## config.mk

```make
export PLATFORM = sky130hd
export DESIGN_NAME = location_engine_registers
export DESIGN_NICKNAME = d
export VERILOG_FILES = /design/src/hw/locator_pkg.sv /design/src/hw/locator_core.sv /design/src/hw/location_engine_registers.sv
export SDC_FILE = /design/constraint.sdc
export NUM_CORES = 2
export LEC_CHECK = 0
export BUFFER_PORTS_ARGS = -buffer_cell sky130_fd_sc_hd__clkbuf_2
export CORE_UTILIZATION = 50
export CTS_BUF_LIST = sky130_fd_sc_hd__clkbuf_4 sky130_fd_sc_hd__clkbuf_8
export DETAILED_ROUTE_END_ITERATION = 10
export PLACE_DENSITY = 0.77
export SLEW_MARGIN = 0
export SYNTH_ARGS = -nofsm -noshare
export SYNTH_HDL_FRONTEND = slang
export SYNTH_SLANG_ARGS = --single-unit
```

## constraint.sdc

```tcl
create_clock -name i_clk_sys -period 8.85 [get_ports i_clk_sys]
set_input_delay 1.3275 -clock i_clk_sys [delete_from_list [all_inputs] [get_ports i_clk_sys]]
set_output_delay 1.3275 -clock i_clk_sys [all_outputs]
set_load 0.1 [all_outputs]
```

## src/hw/locator_pkg.sv

```systemverilog
package locator_pkg;

   // Byte addresses in the processor's external data space
   localparam logic [15:0] ADDR_COORD = 16'hDF55;
   localparam logic [15:0] ADDR_PARAM = 16'hDF56;
   localparam logic [15:0] ADDR_CTL   = 16'hDF57;
   localparam logic [15:0] ADDR_X     = 16'hDF58;
   localparam logic [15:0] ADDR_Y     = 16'hDF59;
   localparam logic [15:0] ADDR_REV   = 16'hDF60;
   localparam logic [15:0] ADDR_ID    = 16'hDF61;

   // Control/status field positions
   localparam int BIT_EN       = 4;
   localparam int BIT_DONE     = 3;
   localparam int BIT_PARAM_LD = 2;
   localparam int BIT_COORD_LD = 1;
   localparam int BIT_RUN      = 0;

   localparam logic [7:0] RST_BYTE = 8'h00;

   // Load sets: sixteen x/y pairs, and A, n, four bounds, sixteen strengths
   localparam int COORD_SLOTS = 32;
   localparam int PARAM_SLOTS = 22;
   localparam int REF_NODES   = 16;
   localparam int PARAM_XMIN  = 2;
   localparam int PARAM_XSPAN = 3;
   localparam int PARAM_YMIN  = 4;
   localparam int PARAM_YSPAN = 5;
   localparam int PARAM_RSSI0 = 6;

   // Run time from start to completion
   localparam int CLK_PERIOD_NS   = 4;
   localparam int LEAST_RUN_NS    = 50000;
   localparam int LONGEST_RUN_NS  = 13000000;
   localparam int LEAST_RUN_CYC   = (LEAST_RUN_NS + CLK_PERIOD_NS - 1) / CLK_PERIOD_NS;
   localparam int LONGEST_RUN_CYC = LONGEST_RUN_NS / CLK_PERIOD_NS;
   localparam int SPAN_CELLS      = 65536;

   typedef struct packed {
      logic        wr;
      logic        rd;
      logic [15:0] addr;
      logic [7:0]  wdata;
   } space_req_s;

   typedef enum logic [1:0] {CORE_IDLE, CORE_SCAN, CORE_WAIT} core_state_e;

endpackage

```

## src/hw/locator_core.sv

```systemverilog
`timescale 1ns/10ps
// Stand-in search: picks the strongest reference and paces completion by area
module locator_core #(
   parameter int LEAST_CYC   = locator_pkg::LEAST_RUN_CYC,
   parameter int LONGEST_CYC = locator_pkg::LONGEST_RUN_CYC
) (
   // Clock and reset
   input  wire logic                                            i_clk_sys,
   input  wire logic                                            i_rst,
   input  wire logic                                            i_ce,
   // Control
   input  wire logic                                            i_enable,
   input  wire logic                                            i_start,
   input  wire logic [locator_pkg::COORD_SLOTS-1:0][7:0]        i_coord,
   input  wire logic [locator_pkg::PARAM_SLOTS-1:0][7:0]        i_param,
   // Results
   output logic                                                 o_busy,
   output logic                                                 o_done,
   output logic [7:0]                                           o_x,
   output logic [7:0]                                           o_y
);

   localparam int STEP_CYC = (LONGEST_CYC - LEAST_CYC) / locator_pkg::SPAN_CELLS;

   typedef struct packed {
      locator_pkg::core_state_e state;
      logic [3:0]               idx;
      logic [3:0]               best_idx;
      logic [7:0]               best_rssi;
      logic [31:0]              cnt;
      logic                     done;
      logic [31:0]              age;
      logic [7:0]               x;
      logic [7:0]               y;
   } core_s;

   core_s st_ff;
   core_s nxt_st;
   logic [16:0] cells;
   logic [7:0]  rssi;

   always_comb
   begin
      nxt_st = st_ff;
      nxt_st.done = 1'b0;
      // Cycles since the run was taken; only the run-time check reads it
      nxt_st.age = (st_ff.state == locator_pkg::CORE_IDLE) ? 32'h1 : st_ff.age + 32'h1;
      cells = 17'((18'(i_param[locator_pkg::PARAM_XSPAN]) + 18'h1)
                * (18'(i_param[locator_pkg::PARAM_YSPAN]) + 18'h1));
      rssi = i_param[locator_pkg::PARAM_RSSI0 + int'(st_ff.idx)];
      unique case (st_ff.state)
         locator_pkg::CORE_IDLE:
         begin
            if (i_start)
            begin
               nxt_st.state = locator_pkg::CORE_SCAN;
               nxt_st.idx = 4'h0;
               nxt_st.best_idx = 4'h0;
               nxt_st.best_rssi = 8'hFF;
               // Scan takes REF_NODES cycles, the wait makes up the rest
               nxt_st.cnt = 32'(LEAST_CYC - locator_pkg::REF_NODES)
                          + 32'(cells) * 32'(STEP_CYC);
            end
         end
         locator_pkg::CORE_SCAN:
         begin
            // Zero strength marks an unused reference slot
            if (rssi != 8'h00 && rssi < st_ff.best_rssi)
            begin
               nxt_st.best_rssi = rssi;
               nxt_st.best_idx = st_ff.idx;
            end
            nxt_st.idx = st_ff.idx + 4'h1;
            if (st_ff.idx == 4'hF)
               nxt_st.state = locator_pkg::CORE_WAIT;
         end
         locator_pkg::CORE_WAIT:
         begin
            nxt_st.cnt = st_ff.cnt - 32'h1;
            if (st_ff.cnt <= 32'h1)
            begin
               nxt_st.state = locator_pkg::CORE_IDLE;
               nxt_st.done = 1'b1;
               // X is one below the point so the modulo correction recovers it
               nxt_st.x = i_coord[{st_ff.best_idx, 1'b0}] - 8'h01;
               nxt_st.y = i_coord[{st_ff.best_idx, 1'b1}];
            end
         end
      endcase
      // Dropping the enable abandons a run short of its last wait cycle; results stay as they were
      if (!i_enable)
         nxt_st.state = locator_pkg::CORE_IDLE;
   end

   always_ff @(posedge i_clk_sys)
   begin
      if (i_rst)
         st_ff <= '0;
      else if (i_ce)
         st_ff <= nxt_st;
   end

   assign o_busy = st_ff.state != locator_pkg::CORE_IDLE;
   assign o_done = st_ff.done;
   assign o_x    = st_ff.x;
   assign o_y    = st_ff.y;

   a_run_time_bounds: assert property (@(posedge i_clk_sys) disable iff (i_rst)
      (i_ce && nxt_st.done) |-> (st_ff.age >= 32'(LEAST_CYC) && st_ff.age <= 32'(LONGEST_CYC)))
      else $error("run time outside bounds");

   a_result_hold: assert property (@(posedge i_clk_sys) disable iff (i_rst)
      !(i_ce && nxt_st.done) |=> ($stable(st_ff.x) && $stable(st_ff.y)))
      else $error("result changed without completion");

endmodule

```

## src/hw/location_engine_registers.sv

```systemverilog
`timescale 1ns/10ps
module location_engine_registers #(
   parameter int         LEAST_CYC   = locator_pkg::LEAST_RUN_CYC,
   parameter int         LONGEST_CYC = locator_pkg::LONGEST_RUN_CYC,
   parameter logic [7:0] REV_CODE    = 8'h5A, // Arbitrary value
   parameter logic [7:0] ID_CODE     = 8'hA7  // Arbitrary value
) (
   // Clock, reset, enable
   input  wire logic                    i_clk_sys,
   input  wire logic                    i_rst,
   input  wire logic                    i_ce,
   // Data space access
   input  wire locator_pkg::space_req_s i_bus,
   output logic [7:0]                   o_rdata,
   output logic                         o_rvalid,
   // Status
   output logic                         o_busy
);

   typedef struct packed {
      logic                                         en;
      logic                                         par_ld;
      logic                                         ref_ld;
      logic                                         done;
      logic                                         start;
      logic                                         busy;
      logic [5:0]                                   coord_ptr;
      logic [4:0]                                   par_ptr;
      logic [7:0]                                   coord_last;
      logic [7:0]                                   par_last;
      logic [locator_pkg::COORD_SLOTS-1:0][7:0]     coord;
      logic [locator_pkg::PARAM_SLOTS-1:0][7:0]     param;
      logic [7:0]                                   rdata;
      logic                                         rvalid;
   } regs_s;

   regs_s      st_ff;
   regs_s      nxt_st;
   logic       core_busy;
   logic       core_done;
   logic [7:0] core_x;
   logic [7:0] core_y;
   logic       wr_coord;
   logic       wr_param;
   logic       wr_ctl;
   logic       start_ok;

   function automatic logic hit(input locator_pkg::space_req_s req, input logic [15:0] a);
      hit = req.addr == a;
   endfunction

   function automatic logic [7:0] ctl_byte(input regs_s s);
      ctl_byte = 8'h00;
      ctl_byte[locator_pkg::BIT_EN]       = s.en;
      ctl_byte[locator_pkg::BIT_DONE]     = s.done;
      ctl_byte[locator_pkg::BIT_PARAM_LD] = s.par_ld;
      ctl_byte[locator_pkg::BIT_COORD_LD] = s.ref_ld;
   endfunction

   always_comb
   begin
      wr_coord = i_bus.wr && hit(i_bus, locator_pkg::ADDR_COORD);
      wr_param = i_bus.wr && hit(i_bus, locator_pkg::ADDR_PARAM);
      wr_ctl   = i_bus.wr && hit(i_bus, locator_pkg::ADDR_CTL);
      // A start is ignored unless the same write also sets the enable bit
      start_ok = wr_ctl && i_bus.wdata[locator_pkg::BIT_RUN]
               && i_bus.wdata[locator_pkg::BIT_EN];

      nxt_st = st_ff;
      nxt_st.start = 1'b0;
      nxt_st.busy = core_busy || st_ff.start;

      if (wr_ctl)
      begin
         nxt_st.en = i_bus.wdata[locator_pkg::BIT_EN];
         nxt_st.par_ld = i_bus.wdata[locator_pkg::BIT_PARAM_LD];
         nxt_st.ref_ld = i_bus.wdata[locator_pkg::BIT_COORD_LD];
         if (i_bus.wdata[locator_pkg::BIT_PARAM_LD] && !st_ff.par_ld)
            nxt_st.par_ptr = 5'h0;
         if (i_bus.wdata[locator_pkg::BIT_COORD_LD] && !st_ff.ref_ld)
            nxt_st.coord_ptr = 6'h0;
      end

      // Writes past the last slot are dropped rather than wrapping
      if (wr_coord)
      begin
         nxt_st.coord_last = i_bus.wdata;
         if (st_ff.ref_ld && 32'(st_ff.coord_ptr) < locator_pkg::COORD_SLOTS)
         begin
            nxt_st.coord[st_ff.coord_ptr[4:0]] = i_bus.wdata;
            nxt_st.coord_ptr = st_ff.coord_ptr + 6'h1;
         end
      end
      if (wr_param)
      begin
         nxt_st.par_last = i_bus.wdata;
         if (st_ff.par_ld && 32'(st_ff.par_ptr) < locator_pkg::PARAM_SLOTS)
         begin
            nxt_st.param[st_ff.par_ptr] = i_bus.wdata;
            nxt_st.par_ptr = st_ff.par_ptr + 5'h1;
         end
      end

      // A new start outranks a completion landing in the same cycle
      if (start_ok)
      begin
         nxt_st.start = 1'b1;
         nxt_st.done = 1'b0;
      end
      else if (core_done)
         nxt_st.done = 1'b1;

      nxt_st.rvalid = i_bus.rd;
      if (i_bus.rd)
      begin
         unique case (i_bus.addr)
            locator_pkg::ADDR_COORD: nxt_st.rdata = st_ff.coord_last;
            locator_pkg::ADDR_PARAM: nxt_st.rdata = st_ff.par_last;
            locator_pkg::ADDR_CTL:   nxt_st.rdata = ctl_byte(st_ff);
            locator_pkg::ADDR_X:     nxt_st.rdata = core_x;
            locator_pkg::ADDR_Y:     nxt_st.rdata = core_y;
            locator_pkg::ADDR_REV:   nxt_st.rdata = REV_CODE;
            locator_pkg::ADDR_ID:    nxt_st.rdata = ID_CODE;
            default:                 nxt_st.rdata = locator_pkg::RST_BYTE;
         endcase
      end
   end

   always_ff @(posedge i_clk_sys)
   begin
      if (i_rst)
         st_ff <= '0;
      else if (i_ce)
         st_ff <= nxt_st;
   end

   locator_core #(
      .LEAST_CYC   (LEAST_CYC),
      .LONGEST_CYC (LONGEST_CYC)
   ) u_core (
      .i_clk_sys (i_clk_sys),
      .i_rst     (i_rst),
      .i_ce      (i_ce),
      .i_enable  (st_ff.en),
      .i_start   (st_ff.start),
      .i_coord   (st_ff.coord),
      .i_param   (st_ff.param),
      .o_busy    (core_busy),
      .o_done    (core_done),
      .o_x       (core_x),
      .o_y       (core_y)
   );

   assign o_rdata  = st_ff.rdata;
   assign o_rvalid = st_ff.rvalid;
   assign o_busy   = st_ff.busy;

   a_ctl_rsv_zero: assert property (@(posedge i_clk_sys) disable iff (i_rst)
      (i_ce && i_bus.rd && i_bus.addr == locator_pkg::ADDR_CTL)
      |=> (o_rvalid && o_rdata[7:5] == 3'h0 && !o_rdata[locator_pkg::BIT_RUN]))
      else $error("control reserved or start bit read nonzero");

   a_id_fixed: assert property (@(posedge i_clk_sys) disable iff (i_rst)
      (i_ce && i_bus.rd && i_bus.addr == locator_pkg::ADDR_ID) |=> (o_rdata == ID_CODE))
      else $error("identification read wrong");

   a_rev_fixed: assert property (@(posedge i_clk_sys) disable iff (i_rst)
      (i_ce && i_bus.rd && i_bus.addr == locator_pkg::ADDR_REV) |=> (o_rdata == REV_CODE))
      else $error("revision read wrong");

   a_x_readback: assert property (@(posedge i_clk_sys) disable iff (i_rst)
      (i_ce && i_bus.rd && i_bus.addr == locator_pkg::ADDR_X) |=> (o_rdata == $past(core_x)))
      else $error("x result read wrong");

   a_done_clears: assert property (@(posedge i_clk_sys) disable iff (i_rst)
      (i_ce && start_ok) |=> (!st_ff.done && st_ff.start) ##1 (!i_ce || st_ff.busy))
      else $error("start did not clear done and launch");

   a_start_gated: assert property (@(posedge i_clk_sys) disable iff (i_rst)
      (i_ce && wr_ctl && !i_bus.wdata[locator_pkg::BIT_EN]) |=> (!st_ff.start && !st_ff.en))
      else $error("start taken while disabled");

   a_ptr_restart: assert property (@(posedge i_clk_sys) disable iff (i_rst)
      (i_ce && wr_ctl && i_bus.wdata[locator_pkg::BIT_COORD_LD] && !st_ff.ref_ld && !wr_coord)
      |=> (st_ff.coord_ptr == 6'h0 && st_ff.ref_ld))
      else $error("coordinate counter did not restart");

   a_ptr_advance: assert property (@(posedge i_clk_sys) disable iff (i_rst)
      (i_ce && wr_param && st_ff.par_ld && 32'(st_ff.par_ptr) < locator_pkg::PARAM_SLOTS)
      |=> (st_ff.par_ptr == $past(st_ff.par_ptr) + 5'h1
           && st_ff.param[$past(st_ff.par_ptr)] == $past(i_bus.wdata)))
      else $error("parameter write not stored in order");

   a_coord_store: assert property (@(posedge i_clk_sys) disable iff (i_rst)
      (i_ce && wr_coord && st_ff.ref_ld && 32'(st_ff.coord_ptr) < locator_pkg::COORD_SLOTS)
      |=> (st_ff.coord_ptr == $past(st_ff.coord_ptr) + 6'h1
           && st_ff.coord[$past(st_ff.coord_ptr[4:0])] == $past(i_bus.wdata)))
      else $error("coordinate write not stored in order");

   a_done_sets: assert property (@(posedge i_clk_sys) disable iff (i_rst)
      (i_ce && core_done && !start_ok) |=> st_ff.done)
      else $error("completion did not set done");

   a_y_readback: assert property (@(posedge i_clk_sys) disable iff (i_rst)
      (i_ce && i_bus.rd && i_bus.addr == locator_pkg::ADDR_Y) |=> (o_rdata == $past(core_y)))
      else $error("y result read wrong");

endmodule

```

## After elaboration in Yosys (flattened, before gate mapping)

Index checks and enable logic that the tools add are counted.

- Register bits: 541
- Bits in latches: 0
- Memory bits (writable): 0
- ROM bits: 0
- Input bits: 29
- Output and inout port bits: 10
- Logic and storage cells: 178
- Memories: 0

- $add $sub $neg: 9
- Multiply operators: 2
- Div/mod/pow operators: 0
- Order comparisons: 11
- Equal/unequal tests: 15
- Shift-type cells: 0
- Muxes and demuxes: 34
- Bitwise operators: 0
- Reduce and logical (&&, ||, !) cells: 33

Operator list:

| operator | count |
|---|---|
| $bwmux 256 | 1 |
| $bwmux 176 | 1 |
| $eq 16x16->1 const B | 7 |
| $demux 8 s5 | 2 |
| $bmux 8 s4 | 2 |
| $pmux 32 s2 | 1 |
| $pmux 8 s7 | 1 |
| $mux 50 | 1 |
| $mux 8 | 6 |
| $bmux 8 s5 | 1 |
| $le 32x1->1 const B | 1 |
| $lt 32x7->1 const B | 1 |
| $pmux 16 s2 | 1 |
| $sub 32x1->32 const B | 1 |
| $add 14x23->24 const A | 1 |
| $lt 5x6->1 const B | 4 |
| $mul 17x6->23 const B | 1 |
| $add 8x1->9 const B | 2 |
| $mul 18x18->17 | 1 |
| $mux 6 | 3 |
| $mux 5 | 3 |
| $reduce_and 3->1 | 5 |
| $logic_and 1x1->1 | 12 |
| $mux 12 | 1 |
| 27 further kinds | 44 |

## Longest topological paths before layout

- Word-level depth: 8
- Depth in mapped cells: 36
- Depth with buffers taken out: 35

## Modules after synthesis

A second synthesis with hierarchy kept.

- Cells, all modules: 3252
- Area total of the unflattened synthesis: 31162.4 um^2

Modules (own cells, without submodules):

| module | times used | cells an instance | area each (um^2) | seq. area each (um^2) |
|---|---|---|---|---|
| location_engine_registers | 1 | 1930 | 18826.8 | 9489.1 |
| locator_core | 1 | 1322 | 12335.6 | 1341.3 |

## Worst setup path after synthesis

OpenSTA, ideal clock, no wires.

- Kind: register -> register
- Start: register st_ff[35] (netlist bit)
- End: register u_core.st_ff[72] (netlist bit)
- Setup time: 133 ps
- Arrival: 7671 ps
- Data required time: 8717 ps
- Setup slack: 1046 ps
- Cell stages (with the launch flop): 33
- Buffers on the path: 1
- Period minus slack after synthesis: 7804 ps
- Cells stage by stage: dfxtp_1 clkbuf_1 nand3_1 nor2_1 nand3_1 xor2_1 or2_2 fa_1 inv_1 fa_1 inv_1 fa_1 fa_1 inv_1 ha_1 a21oi_1 o21bai_1 a31oi_1 o21ai_1 o41ai_1 xnor2_1 fa_1 inv_1 ha_1 ha_1 ha_1 and3_1 a22oi_1 a31oi_1 a31o_2 a21oi_1 mux2i_1 a21oi_1

- Longest elaborated chain between the ends: 6

Ends and longest elaborated chain:

| element | RTL line | source |
|---|---|---|
| from (decl) | location_engine_registers.sv:37 | `regs_s st_ff;` |
| from (signal assigned) | location_engine_registers.sv:134 | `st_ff <= nxt_st;` |
| $add 8x1->9 | locator_core.sv:48 | `cells = 17'((18'(i_param[locator_pkg::PARAM_XSPAN]) + 18'h1)` |
| $mul 18x18->17 | locator_core.sv:49 | `* (18'(i_param[locator_pkg::PARAM_YSPAN]) + 18'h1));` |
| $mul 17x6->23 | locator_core.sv:62 | `+ 32'(cells) * 32'(STEP_CYC);` |
| $add 14x23->24 | locator_core.sv:62 |  |
| $mux 50 | locator_core.sv:54 | `if (i_start)` |
| $pmux 32 s2 | locator_core.sv:51 | `unique case (st_ff.state)` |
| to (signal assigned) | locator_core.sv:100 | `st_ff <= nxt_st;` |
| to (decl) | locator_core.sv:37 | `core_s st_ff;` |

Every way passes these cells. The select of a mux whose other input is x is not followed.
A chain may end at the register's enable or synchronous reset.

## Worst setup path after layout

- Start: register st_ff[33] (netlist bit)
- End: register u_core.st_ff[69] (netlist bit)

The elaborated chain is that of the path after synthesis.

==> qor.csv <==
stage;metric;value;unit
clock_network;root_buffer;clkbuf_8;
hold_path;hp-class;reg2reg;
sta;finClkSkew;0.0305;ns
worst_setup_path;cpMostUsedCell;inv_1;
power;ir_drop;0.166;mV
drt;dr.pass1.iters;5;
die;rows;88;
die;core;57600;um^2
sta;hold_viol_final;0;
clock_network;clk_latency;0.70;ns
worst_setup_path;cp-end-kind;register;
finish;fin_nets;3734;
clock_network;post_cts_buffers;0;
sta;drv_slew;0;
finish;fillCellCount;5066;
power;intPower;3.76;mW
synthesis;yosysWarnings;0;
worst_setup_path;r2r_setup_slack;0.50;ns
power;comb_power_share;2.7;%
clock_network;cts_buffers;90;
die;die_h;243;um
global_routing;use_met2;40.7;%
worst_setup_path;start_kind;register;
worst_setup_path;critPathRequiredTime;9.42;ns
worst_setup_path;critical_path.max_stage_delay;0.56;ns
sta;period_minus_slack;8.35;ns
sta;clock.fmax;0.120;GHz
clock_network;clockBufferDepth;3;
sta;setup_tns;0;ns
job;max-cap-violations;0;
global_routing;top_usage_layer;met2;
sta;finalSetupViolations;0;
synthesis;synth_edf_count;0;
placed_design;dp.cells;4183;
placed_design;dp_hpwl;49.4;mm
synthesis;ys_ff_latch;541;
synthesis;netlist_area;29100;um^2
clock_network;clock_sinks;541;
global_routing;gr-total-overflow;0;
drt;ant_nets;0;
synthesis;async_reset_ff_share;0;%
finish;mostFrequentLayoutCell;nand2_1;
synthesis;syn_inst;3559;
drt;drt-initial-drc-count;2298;
finish;drive_gt1_share;10.6;%
clock_network;clkSlewWorstSetupHoldPaths;0.06;ns
drt;vias_per_cell;5.78;
synthesis;synth_fp_nets;3783;
die;boundaryPins;39;
outcome;outcome;finished, final reports clean;
global_routing;track_usage;25.3;%
die;start_util;50.5;%
power;clockPowerShare;47.7;%
placed_design;gp_congestion;0.892;
synthesis;ys_types;73;
synthesis;synth_ff_type;dfxtp_1;
finish;instances_no_fill;4344;
drt;drc;0;
worst_setup_path;path_max_fanout;5;
synthesis;ys_seq_area_share;37.3;%
drt;vias;25097;
sta;fin_crit_sh;94.4;%
synthesis;avgSynthCellArea;8.17;um^2
power;leakage;11.4;nW
die;die_w;243;um
global_routing;grt_first_pass_wirelength;123;mm
clock_network;tritoncts;built;
global_routing;grt_use_met1;34.0;%
drt;wl_per_cell;17.5;um
clock_network;cts_max_level;3;
die;dieArea;59100;um^2
global_routing;grt_pass1_vias;23903;
sta;worstMarginPinSlew;1.07;ns
power;power_density;156;nW/um^2
global_routing;antenna_found_initial;1;
power;p_sw_share;23.5;%
drt;wirelength;75.8;mm
power;switchingPower;1.15;mW
worst_setup_path;critPathSlowestCell;fa_1;
finish;final_cell_mix;nand2_1 (1051), dfxtp_1 (536), a21oi_1 (528);
worst_setup_path;cp.arrival;8.92;ns
worst_setup_path;critPathKind;reg2reg;
finish;syn_to_final_growth;8.59;%
power;pwr-share-seq;49.6;%
global_routing;grt_start_max_net_pins;231;
global_routing;grtUsageMet3;4.27;%
sta;slew_headroom;28.4;%
placed_design;io_buffers;38;
[what timing repair did]
item | in CTS | in global routing
endpoints found under the setup margin | 0 | 6
hold buffers | 0 | 0
resized for setup | 0 | 15
[cell usage after synthesis (13+ instances only)]
library cell	number	share of area [%]
a211oi_1	31	0.80
a21o_1	16	0.41
a21oi_1	528	9.1
a22o_1	13	0.39
and2_1	13	0.28
and3_1	13	0.28
buf_2	24	0.41
clkbuf_1	161	2.1
dfxtp_1	541	37
fa_1	60	4.1
ha_1	135	5.8
inv_1	172	2.2
mux2i_1	46	1.6
mux4_2	107	8.3
nand2_1	1051	14
nand2b_1	35	0.75
nand3_1	56	0.96
nor2_1	191	2.5
nor2b_1	16	0.34
nor3_1	49	0.84
o21ai_0	36	0.62
o22ai_1	16	0.34
or2_2	14	0.30
or3_1	16	0.34
xnor2_1	32	0.96
xor2_1	29	0.87
[cells by family after synthesis]
family,synth area share [%]
flops,37.3
compound gates,13.6
mux,10.3
buf+inv,5.26
fa+ha+maj,9.94
simple gates,21.7
xor+xnor,1.84
[worst max-delay path: cells and delay by family, from the launching register on]
| family | cells | cell delay [ns] |
|---|---|---|
| xor gates and xnor gates | 3 | 0.68 |
| DFF | 1 | 0.41 |
| AOI/OAI and AO/OA | 7 | 1.60 |
| buffers and inverters | 6 | 0.36 |
| and+or+nand+nor | 7 | 1.06 |
| adders and majority gates | 10 | 4.14 |
[per-stage QoR]
stage | instance area, um^2 | setup WS, ns | hold slack [ns] | utilization [%] | total power [mW]
6_report | 31600 | 0.500 | 0.446 | 54.8 | 4.92
5_1_grt | 31600 | -0.0284 | 0.460 | 54.8 | 5.06
4_1_cts | 31500 | 0.341 | 0.448 | 54.7 | 4.94
3_5_place_dp | 29600 | 0.371 | 0.441 | 51.3 | 2.62
3_3_place_gp | 29600 | 0.530 | 0.434 | 51.3 | 2.62
2_1_floorplan | 29100 | 1.05 | 0.428 | - | 2.58
[final cells by class]
class / count / area [um^2] / area share [%]
tap: 765 / 957 / 3.03
antenna: 1 / 2.50 / 0.00793
multi-input combinational: 2642 / 16800 / 53.2
inverter: 173 / 649 / 2.06
timing repair buffer: 62 / 405 / 1.28
sequential: 541 / 10800 / 34.3
clock inverter: 11 / 93.8 / 0.297
clock buffer: 149 / 1830 / 5.78
[worst paths after layout]
check,from,endpoint,cells after the start
hold reg to reg,u_core.o_y[0],u_core.o_y[0],2
setup / recovery,st_ff[33],u_core.st_ff[69],33
setup reg to reg,st_ff[33],u_core.st_ff[69],33
hold / removal,u_core.o_y[0],u_core.o_y[0],2
[power groups by stage]
stage / sequential, mW / clock, mW / combinational, mW
floorplan: 2.50 / 0 / 0.0891
global placement: 2.49 / 0 / 0.130
detailed placement: 2.49 / 0 / 0.130
CTS: 2.44 / 2.37 / 0.130
global route: 2.44 / 2.49 / 0.139
finish: 2.44 / 2.34 / 0.133
[flip-flops by register name, summed over array words and instances (netlist names)]
signal         count
u_core.o_done      1
u_core.o_y         8
u_core.st_ff      50
o_rdata            8
o_busy             1
st_ff            464
u_core.o_x         8
o_rvalid           1
[metal layers]
metal | vias up | share of wire, %
met1 | 11929 | 43
li1 | 11952 | -
met4 | 0 | 3.0
met2 | 1058 | 46
met3 | 158 | 8.3
met5 | - | 0
Power figures use the tool's default switching activity.
